<file path="src/shared/dsc_pkg.sv">
// Shared constants and carrier types for the startup configuration block.
package dsc_pkg;

  localparam int unsigned REG_W = 16;

  localparam logic [15:0] ADDR_FEEDBACK_DIV = 16'hF000;
  localparam logic [15:0] ADDR_PRESCALE     = 16'hF001;
  localparam logic [15:0] ADDR_CLK_SELECT   = 16'hF002;
  localparam logic [15:0] ADDR_PLL_RUN      = 16'hF003;
  localparam logic [15:0] ADDR_LOCK_STATUS  = 16'hF004;
  localparam logic [15:0] ADDR_CLK_OUT_CFG  = 16'hF005;
  localparam logic [15:0] ADDR_POWER_A      = 16'hF050;
  localparam logic [15:0] ADDR_POWER_B      = 16'hF051;
  localparam logic [15:0] ADDR_CORE_SLEEP   = 16'hF400;
  localparam logic [15:0] ADDR_LAUNCH_SRC   = 16'hF401;
  localparam logic [15:0] ADDR_RUN_CONTROL  = 16'hF402;
  localparam logic [15:0] ADDR_ENTRY_POINT  = 16'hF404;
  localparam logic [15:0] ADDR_HOLD_RELEASE = 16'hF890;
  localparam logic [15:0] ADDR_PAGE_SELECT  = 16'hF899;

  // Addresses below this reach program and data memory.
  localparam logic [15:0] ADDR_REG_BASE     = 16'hF000;
  localparam logic [15:0] ADDR_PROG_MEM     = 16'hC000;
  localparam logic [15:0] ADDR_DATA_MEM0    = 16'h0000;
  localparam logic [15:0] ADDR_DATA_MEM1    = 16'h6000;

  localparam logic [15:0] FEEDBACK_DIV_RST  = 16'h0060;
  localparam logic [15:0] HOLD_RELEASE_RST  = 16'h0001;
  localparam logic [15:0] GENERIC_RST       = 16'h0000;
  localparam logic [15:0] CLK_OUT_ENABLE    = 16'h0005;
  localparam logic [15:0] LAUNCH_INTERNAL   = 16'h0002;

  localparam int unsigned RUN_BIT           = 0;
  localparam int unsigned LOCK_BIT          = 0;
  localparam int unsigned READ_FLAG_BIT     = 0;
  localparam logic [1:0]  SPI_SELECT_RISES  = 2'h3;
  localparam logic [3:0]  CMD_LAST_BIT      = 4'h7;
  localparam logic [3:0]  WORD_LAST_BIT     = 4'hF;

  // Synchronised pins: {ss_n, sclk, mosi, pll_lock}; select idles high.
  localparam int unsigned PIN_COUNT         = 4;
  localparam logic [3:0]  PIN_SYNC_RST      = 4'h8;

  localparam longint unsigned CLK_HZ             = 50_000_000;
  localparam longint unsigned LOCK_MAX_NS        = 10_666_000;
  localparam longint unsigned LOCK_MAX_CYC_CALC  =
    (LOCK_MAX_NS * CLK_HZ) / 1_000_000_000;
  localparam int unsigned     LOCK_MAX_CYC       = 533300;
  localparam int unsigned     LOCK_CNT_W         = 20;

  typedef enum logic [3:0] {
    DSC_IDLE = 4'h1,
    DSC_CMD  = 4'h2,
    DSC_ADDR = 4'h4,
    DSC_DATA = 4'h8
  } dsc_state_t;

  typedef struct packed {
    logic [15:0] feedback_div;
    logic [15:0] input_prescale;
    logic [15:0] clock_select;
    logic        pll_run;
    logic        clock_out_en;
    logic [15:0] power_a;
    logic [15:0] power_b;
    logic        core_sleep;
    logic        launch_internal;
    logic        core_run;
    logic [15:0] entry_point;
    logic        logic_hold;
    logic        page;
  } dsc_cfg_t;

  typedef struct packed {
    logic        strobe;
    logic        page;
    logic [15:0] addr;
    logic [15:0] data;
  } dsc_mem_wr_t;

endpackage

</file>
<file path="src/design/dsc_sync.sv">
// Two flip-flop synchroniser for a group of pins.
module dsc_sync #(
  parameter int unsigned     W       = 1,
  parameter logic [W-1:0]    RST_VAL = '0
) (
  input  wire logic         clk_sys,
  input  wire logic         reset,
  input  wire logic [W-1:0] d,
  output logic      [W-1:0] q
);
  logic [W-1:0] meta_q;

  always_ff @(posedge clk_sys) begin
    if (reset) begin
      meta_q <= RST_VAL;
      q      <= RST_VAL;
    end else begin
      meta_q <= d;
      q      <= meta_q;
    end
  end
endmodule

</file>
<file path="src/design/dsc_startup_config.sv">
// Slave control port and startup configuration registers of the DSP.

// How it works
// Host sleeps the core via the sleep register before bulk memory writes.
// Host may use safeload for small parameter updates while core runs; this block has no safeload, such updates are direct memory writes.
// Three rises of the select pin switch the slave port into SPI mode.
// Host writes zero then one to the hold register to pulse soft reset.
// Feedback divider resets to 96; host writes 96 during setup.
// Host writes the prescale register to divide master clock by four.
// Host writes one to clock select to choose the multiplied clock.
// Value five in clock output setup enables the clock output pin.
// Host sets the run register then waits up to 10.666 ms for lock.
// Lock status bit 0 shows lock; host polls it until high.
// While the multiplier tries to lock, all port writes are ignored.
// Host writes 0x4FFF to subsystem power a.
// Host writes zero to subsystem power b for unused subsystems.
// Page select value zero reaches page 0, value one reaches page 1.
// Memories at 0xC000, 0x0000, 0x6000 are written per page, lower first.
// Host writes the program entry point after the download.
// Value two in launch source selects the internal frame start pulse.
// Host sets other nondefault registers before starting the core.
// Run control zero halts the core; one starts execution.
// Host waits 50 us after start before normal operation.
module dsc_startup_config
  import dsc_pkg::*;
#(
  parameter int unsigned LOCK_MAX = LOCK_MAX_CYC
) (
  input  wire logic          clk_sys,
  input  wire logic          reset,
  input  wire logic          slave_select_addr_pin_n,
  input  wire logic          spi_sclk,
  input  wire logic          spi_mosi,
  output logic               spi_miso_o,
  output logic               spi_miso_oe,
  input  wire logic          pll_lock_in,
  output logic               spi_mode,
  output logic               port_busy,
  output dsc_pkg::dsc_cfg_t  cfg,
  output dsc_pkg::dsc_mem_wr_t mem_wr
);
  import dsc_pkg::*;

  logic [PIN_COUNT-1:0]  pins_s;
  logic                  ss_n_s;
  logic                  sclk_s;
  logic                  mosi_s;
  logic                  lock_s;
  logic                  ss_prev_q;
  logic                  sclk_prev_q;
  logic                  ss_rise;
  logic                  sclk_rise;
  logic                  sclk_fall;
  logic [1:0]            ss_rises_q;
  logic                  spi_mode_q;
  dsc_state_t            state_q;
  logic [3:0]            bit_q;
  logic [15:0]           shift_q;
  logic [15:0]           shift_d;
  logic                  read_q;
  logic [15:0]           addr_q;
  logic [15:0]           tx_q;
  logic                  word_done;
  logic                  wr_en;
  logic                  lock_wait_q;
  logic [LOCK_CNT_W-1:0] lock_cnt_q;
  logic [15:0]           feedback_q;
  logic [15:0]           prescale_q;
  logic [15:0]           clk_sel_q;
  logic [15:0]           pll_run_q;
  logic [15:0]           clk_out_q;
  logic [15:0]           power_a_q;
  logic [15:0]           power_b_q;
  logic [15:0]           sleep_q;
  logic [15:0]           launch_q;
  logic [15:0]           run_ctl_q;
  logic [15:0]           entry_q;
  logic [15:0]           hold_q;
  logic [15:0]           page_q;
  dsc_sync #(
    .W       (PIN_COUNT),
    .RST_VAL (PIN_SYNC_RST)
  ) u_pin_sync (
    .clk_sys (clk_sys),
    .reset   (reset),
    .d       ({slave_select_addr_pin_n, spi_sclk, spi_mosi, pll_lock_in}),
    .q       (pins_s)
  );
  assign ss_n_s    = pins_s[3];
  assign sclk_s    = pins_s[2];
  assign mosi_s    = pins_s[1];
  assign lock_s    = pins_s[0];
  assign ss_rise   = ss_n_s & ~ss_prev_q;
  assign sclk_rise = sclk_s & ~sclk_prev_q;
  assign sclk_fall = ~sclk_s & sclk_prev_q;
  assign shift_d   = {shift_q[14:0], mosi_s};
  assign word_done = sclk_rise && !ss_n_s && state_q == DSC_DATA &&
                     bit_q == WORD_LAST_BIT;
  // Writes are dropped while the clock multiplier is locking.
  assign wr_en     = word_done && !read_q && !lock_wait_q;

  always_ff @(posedge clk_sys) begin
    if (reset) begin
      ss_prev_q   <= 1'b1;
      sclk_prev_q <= 1'b0;
    end else begin
      ss_prev_q   <= ss_n_s;
      sclk_prev_q <= sclk_s;
    end
  end

  // The port stays out of SPI mode until the third select rise.
  always_ff @(posedge clk_sys) begin
    if (reset) begin
      ss_rises_q <= 2'h0;
      spi_mode_q <= 1'b0;
    end else if (!spi_mode_q && ss_rise) begin
      ss_rises_q <= ss_rises_q + 2'h1;
      if (ss_rises_q + 2'h1 == SPI_SELECT_RISES) begin
        spi_mode_q <= 1'b1;
      end
    end
  end

  function automatic logic [15:0] reg_read(input logic [15:0] a);
    case (a)
      ADDR_FEEDBACK_DIV: reg_read = feedback_q;
      ADDR_PRESCALE:     reg_read = prescale_q;
      ADDR_CLK_SELECT:   reg_read = clk_sel_q;
      ADDR_PLL_RUN:      reg_read = pll_run_q;
      ADDR_LOCK_STATUS:  reg_read = {15'h0000, lock_s};
      ADDR_CLK_OUT_CFG:  reg_read = clk_out_q;
      ADDR_POWER_A:      reg_read = power_a_q;
      ADDR_POWER_B:      reg_read = power_b_q;
      ADDR_CORE_SLEEP:   reg_read = sleep_q;
      ADDR_LAUNCH_SRC:   reg_read = launch_q;
      ADDR_RUN_CONTROL:  reg_read = run_ctl_q;
      ADDR_ENTRY_POINT:  reg_read = entry_q;
      ADDR_HOLD_RELEASE: reg_read = hold_q;
      ADDR_PAGE_SELECT:  reg_read = page_q;
      default:           reg_read = 16'h0000;
    endcase
  endfunction

  // Frame: command byte, 16-bit address, then 16-bit words that
  // auto-increment the address. Select high aborts the frame.
  always_ff @(posedge clk_sys) begin
    if (reset) begin
      state_q <= DSC_IDLE;
      bit_q   <= 4'h0;
      shift_q <= 16'h0000;
      read_q  <= 1'b0;
      addr_q  <= 16'h0000;
    end else if (!spi_mode_q || ss_n_s) begin
      state_q <= DSC_IDLE;
      bit_q   <= 4'h0;
    end else begin
      case (state_q)
        DSC_IDLE: state_q <= DSC_CMD;
        DSC_CMD: begin
          if (sclk_rise) begin
            shift_q <= shift_d;
            bit_q   <= bit_q + 4'h1;
            if (bit_q == CMD_LAST_BIT) begin
              read_q  <= shift_d[READ_FLAG_BIT];
              bit_q   <= 4'h0;
              state_q <= DSC_ADDR;
            end
          end
        end
        DSC_ADDR, DSC_DATA: begin
          if (sclk_rise) begin
            shift_q <= shift_d;
            bit_q   <= bit_q + 4'h1;
            if (bit_q == WORD_LAST_BIT && state_q == DSC_ADDR) begin
              addr_q  <= shift_d;
              state_q <= DSC_DATA;
            end else if (bit_q == WORD_LAST_BIT) begin
              addr_q <= addr_q + 16'h0001;
            end
          end
        end
        default: state_q <= DSC_IDLE;
      endcase
    end
  end

  // Read data is loaded at each word start and shifted out on falls.
  always_ff @(posedge clk_sys) begin
    if (reset) begin
      tx_q <= 16'h0000;
    end else if (sclk_rise && state_q == DSC_ADDR &&
                 bit_q == WORD_LAST_BIT) begin
      tx_q <= reg_read(shift_d);
    end else if (word_done) begin
      tx_q <= reg_read(addr_q + 16'h0001);
    end else if (sclk_fall && state_q == DSC_DATA && bit_q != 4'h0) begin
      tx_q <= {tx_q[14:0], 1'b0};
    end
  end

  assign spi_miso_o  = tx_q[15];
  assign spi_miso_oe = spi_mode_q && !ss_n_s && state_q == DSC_DATA &&
                       read_q;

  // Lock wait opens on a run write and ends at lock or the longest time.
  always_ff @(posedge clk_sys) begin
    if (reset) begin
      lock_wait_q <= 1'b0;
      lock_cnt_q  <= '0;
    end else if (wr_en && addr_q == ADDR_PLL_RUN && shift_d[RUN_BIT]) begin
      lock_wait_q <= 1'b1;
      lock_cnt_q  <= '0;
    end else if (lock_wait_q) begin
      lock_cnt_q <= lock_cnt_q + 1'b1;
      if (lock_s || lock_cnt_q == LOCK_CNT_W'(LOCK_MAX - 1)) begin
        lock_wait_q <= 1'b0;
      end
    end
  end

  always_ff @(posedge clk_sys) begin
    if (reset) begin
      feedback_q <= FEEDBACK_DIV_RST;
      prescale_q <= GENERIC_RST;
      clk_sel_q  <= GENERIC_RST;
      pll_run_q  <= GENERIC_RST;
      clk_out_q  <= GENERIC_RST;
      power_a_q  <= GENERIC_RST;
      power_b_q  <= GENERIC_RST;
      sleep_q    <= GENERIC_RST;
      launch_q   <= GENERIC_RST;
      run_ctl_q  <= GENERIC_RST;
      entry_q    <= GENERIC_RST;
      hold_q     <= HOLD_RELEASE_RST;
      page_q     <= GENERIC_RST;
    end else if (wr_en) begin
      case (addr_q)
        ADDR_FEEDBACK_DIV: feedback_q <= shift_d;
        ADDR_PRESCALE:     prescale_q <= shift_d;
        ADDR_CLK_SELECT:   clk_sel_q  <= shift_d;
        ADDR_PLL_RUN:      pll_run_q  <= shift_d;
        ADDR_CLK_OUT_CFG:  clk_out_q  <= shift_d;
        ADDR_POWER_A:      power_a_q  <= shift_d;
        ADDR_POWER_B:      power_b_q  <= shift_d;
        ADDR_CORE_SLEEP:   sleep_q    <= shift_d;
        ADDR_LAUNCH_SRC:   launch_q   <= shift_d;
        ADDR_RUN_CONTROL:  run_ctl_q  <= shift_d;
        ADDR_ENTRY_POINT:  entry_q    <= shift_d;
        ADDR_HOLD_RELEASE: hold_q     <= shift_d;
        ADDR_PAGE_SELECT:  page_q     <= shift_d;
        default: ;
      endcase
    end
  end

  // Memory words below the register space go out with the page tag.
  always_ff @(posedge clk_sys) begin
    if (reset) begin
      mem_wr <= '0;
    end else begin
      mem_wr.strobe <= wr_en && addr_q < ADDR_REG_BASE;
      if (wr_en && addr_q < ADDR_REG_BASE) begin
        mem_wr.page <= page_q[0];
        mem_wr.addr <= addr_q;
        mem_wr.data <= shift_d;
      end
    end
  end

  always_ff @(posedge clk_sys) begin
    if (reset) begin
      cfg <= '0;
      cfg.feedback_div <= FEEDBACK_DIV_RST;
    end else begin
      cfg.feedback_div    <= feedback_q;
      cfg.input_prescale  <= prescale_q;
      cfg.clock_select    <= clk_sel_q;
      cfg.pll_run         <= pll_run_q[RUN_BIT];
      cfg.clock_out_en    <= clk_out_q == CLK_OUT_ENABLE;
      cfg.power_a         <= power_a_q;
      cfg.power_b         <= power_b_q;
      cfg.core_sleep      <= sleep_q[RUN_BIT];
      cfg.launch_internal <= launch_q == LAUNCH_INTERNAL;
      cfg.core_run        <= run_ctl_q[RUN_BIT];
      cfg.entry_point     <= entry_q;
      cfg.logic_hold      <= ~hold_q[RUN_BIT];
      cfg.page            <= page_q[0];
    end
  end

  assign spi_mode  = spi_mode_q;
  assign port_busy = lock_wait_q;
endmodule

</file>
<file path="config.mk">
export PLATFORM = sky130hd
export DESIGN_NAME = dsc_startup_config
export DESIGN_NICKNAME = d
export VERILOG_FILES = /design/src/shared/dsc_pkg.sv /design/src/design/dsc_sync.sv /design/src/design/dsc_startup_config.sv
export SDC_FILE = /design/constraint.sdc
export NUM_CORES = 1
export LEC_CHECK = 0
export ABC_CLOCK_PERIOD_IN_PS = 3000
export BUFFER_PORTS_ARGS = -buffer_cell sky130_fd_sc_hd__buf_4
export CAP_MARGIN = 10
export CORE_UTILIZATION = 35
export DETAILED_ROUTE_END_ITERATION = 12
export GPL_TIMING_DRIVEN = 1
export PLACE_DENSITY_LB_ADDON = 0.3
export SYNTH_ARGS = -nofsm -noshare
export SYNTH_HDL_FRONTEND = slang
export SYNTH_SLANG_ARGS = --single-unit
export TNS_END_PERCENT = 10
</file>
<file path="constraint.sdc">
create_clock -name clk_sys -period 3 [get_ports clk_sys]
set_input_delay 0.15 -clock clk_sys [delete_from_list [all_inputs] [get_ports clk_sys]]
set_output_delay 0.15 -clock clk_sys [all_outputs]
set_load 0.01 [all_outputs]
</file>
==> metrics <==
CP required=3.53 ns; peak supply drop=0.000417 V; placed cell areas=24900 µm²; worst-path fanout max=8; synth cell count leaders=nand2_1 (617), dfxtp_1 (435), a21oi_1 (303); startpoint of the worst hold path=reset; Ys Warns=0; final setup violating endpoints=18; cell taking the most area after synthesis=dfxtp_1; nets@finish=2988; via count=22000; setup TNS=-0.765 ns; root buffer cell=clkbuf_16; H-tree level count=2; violated checks=setup timing; Sw Ratio=22.0%; Core ar.=55500 µm²; P_leak=0.0101 µW; DR vias/cell=5.87; Psw=2690 µW; post-synthesis xor/xnor area fraction=1.46%; drt initial violations=2405; # DRC=0; clock sinks=435; Seq pwr share=47.2%; reg2reg setup slack=-0.08 ns; slowest CP cell=or4b_4; # IOs=147; Final Util=50.1%; GPL Wtd Cong=1.08; f_max=0.325 GHz; Routed WL per cell=29.8 µm; total congestion overflow=0; combinational fraction of design power=1.5%; row count=86; crit start category=flip-flop; reg2reg path depth=11; clock share of power=51.3%; most used flip-flop cell after synthesis=dfxtp_1; clock skew=0.0172 ns; synth-to-layout area growth=40.1%; port bufs=146; CTS Buf Count=46; synth unique cells=90; share of the yosys chip area belonging to registers=43.9%; DP Cell Count=3630; unrepaired setup endpoints after global routing=yes; main combinational cell family by area after synthesis=simple AND/OR/NAND/NOR gates; first-pass GRT wire length=153 mm; endpoint class of the critical path=flip-flop; Syn Std Cell Area=19900 µm²; Post-synth ARST share=0%; largest net degree at the start of global routing=137; CTS Buffer Depth=3; PwrDens=440 nW/µm²; synthesized area per cell=7.95 µm²; cell with the most instances after synthesis=nand2_1; Final min period=3.08 ns; CTS tree=yes; arrival time at the worst endpoint=3.61 ns; fin crit share=103%; GRT Overall Usage=38.0%; Non-Filler Instances=3757; DP HPWL=84.7 mm; flops & latches, synth=435; share of the synthesized area in the top cell type=43.9%; Post-Synth Adder-Cell Area=0.567%; Die ar.=57700 µm²; vias in the first global route=20200; Post-synth EDFFs=0; relative slew slack=25.3%; Final Cell Area=27800 µm²; max-slew violations=0; final hold slack=0.0942 ns; max incr delay on CP=0.53 ns; mux cell area share after synthesis=1.28%; hold path cells=2; share of layout cells above drive strength 1=29.6%; Starting Density=35.8%; First-pass DRT Iterations=8; initial antenna violation count=3; crit path kind=flip-flop to flip-flop; reg-to-reg startpoint=state_q[2]; top post-synthesis cells by area=dfxtp_1 (44%), nand2_1 (12%), a21oi_1 (7.6%); Hold Crit Class=input port to flip-flop; simple-gate portion of the synthesized area=28.3%; clock-pin transition on the worst setup and hold timing paths=0.06 ns; MaxCap Viol Count=0; actual slew at the worst max-slew pin=1.11 ns; final hold violations=0; Clock Latency Late Sink=0.60 ns; setup ws final=-0.0798 ns; Post-Route WL=112 mm; critical-path cell list=or4b_4 > or4b_4 > buf_8 > nor3_4 > nand3_2 > or3_4 > nor3_4 > buf_12 > buf_12 > nand2_1 > a21oi_2; Die Span Y=240 µm; RR Endpoint=power_a_q[14]; Hold Crit Endpoint=cfg[0]; status=complete, but fails checks; die width=240 µm; syn_nets=2512; final antenna-violating net count=0; Int Power=9560 µW; Cells after Synth=2497; Synth Area in Compound Gates=20.0%
[layout make-up]
type                       instances  area (µm²)
clock buffer                      63        1340
fill                            5433       27700
tap                              748         936
antenna                            2        5.00
clock inverter                    19         319
timing repair buffer             621        5360
sequential                       435        8740
multi-input combinational       1849       11100
inverter                          20        75.1
[cell families (layout without fill, tap and decap cells)]
logic type / count (synthesis) / in the layout
flops: 435 / 435
xor+xnor: 33 / 33
simple gates: 1170 / 1170
compound gates: 612 / 612
other cells: 0 / 2
buf+inv: 213 / 723
fa+ha+maj: 9 / 9
mux: 25 / 25
[per-stage QoR]
step	power [µW]	setup slack, ns
floorplan	6010	0.00882
CTS	12300	-0.0133
finish	12300	-0.0798
detailed placement	6090	-0.453
global route	12500	-0.169
global placement	6090	-0.495
[cells in the final DEF (no fill, tap or decap), types with 27 or more instances in the layout]
| cell type | instances |
|---|---|
| o21ai_0 | 35 |
| nor3_1 | 27 |
| nand3_1 | 53 |
| a22oi_1 | 63 |
| nor2b_1 | 111 |
| buf_4 | 546 |
| nand2_1 | 603 |
| a21oi_1 | 287 |
| dfxtp_1 | 421 |
| clkbuf_16 | 47 |
| buf_12 | 46 |
| nor2_1 | 119 |
[how the worst max path moves through the flow]
stage,from,endpoint,cells past startpoint
after global placement,addr_q[7],tx_q[7],13
after detailed placement,addr_q[1],tx_q[5],14
after CTS,shift_q[10],tx_q[9],12
after floorplan,addr_q[0],tx_q[10],10
after global routing,state_q[2],power_a_q[14],11
final,state_q[2],power_a_q[14],11
[power groups by stage]
stage / sequential [µW] / combinational, µW / clock [µW]
5_1_grt: 5780 / 196 / 6560
4_1_cts: 5780 / 180 / 6350
3_3_place_gp: 5920 / 173 / 0
6_report: 5780 / 186 / 6290
2_1_floorplan: 5910 / 102 / 0
3_5_place_dp: 5920 / 174 / 0
[flip-flops by register name, summed over array words and instances (netlist names), 15 cells and up]
signal / flops
cfg: 103
mem_wr: 34
lock_cnt_q: 20
addr_q: 16
clk_out_q: 16
clk_sel_q: 16
entry_q: 16
feedback_q: 16
hold_q: 16
launch_q: 16
page_q: 16
pll_run_q: 16
power_a_q: 16
power_b_q: 16
prescale_q: 16
run_ctl_q: 16
sleep_q: 16
tx_q: 16
shift_q: 15
[critical path: cells and delay by family (launching register included)]
| kind | cells | cell delay [ns] |
|---|---|---|
| flops | 1 | 0.32 |
| simple gates | 7 | 2.07 |
| buf+inv | 3 | 0.45 |
| compound gates | 1 | 0.14 |
[layer usage]
metal	wire, µm	vias to the layer above	global-route usage (%)
met2	48800	1241	57.9
met4	5050	2	15.6
met3	9800	259	6.97
met5	13	-	0
li1	-	9722	-
met1	48300	10800	52.4
[repair_timing]
item                       CTS  global route
hold endpoints to repair     4             0
buffers inserted            14            24
gates resized for setup     77           129
setup endpoints to repair   64           202
hold buffers                 4             0
gates cloned                 0             1
pin swaps                   14            83
(Power assumes the default switching activity.)
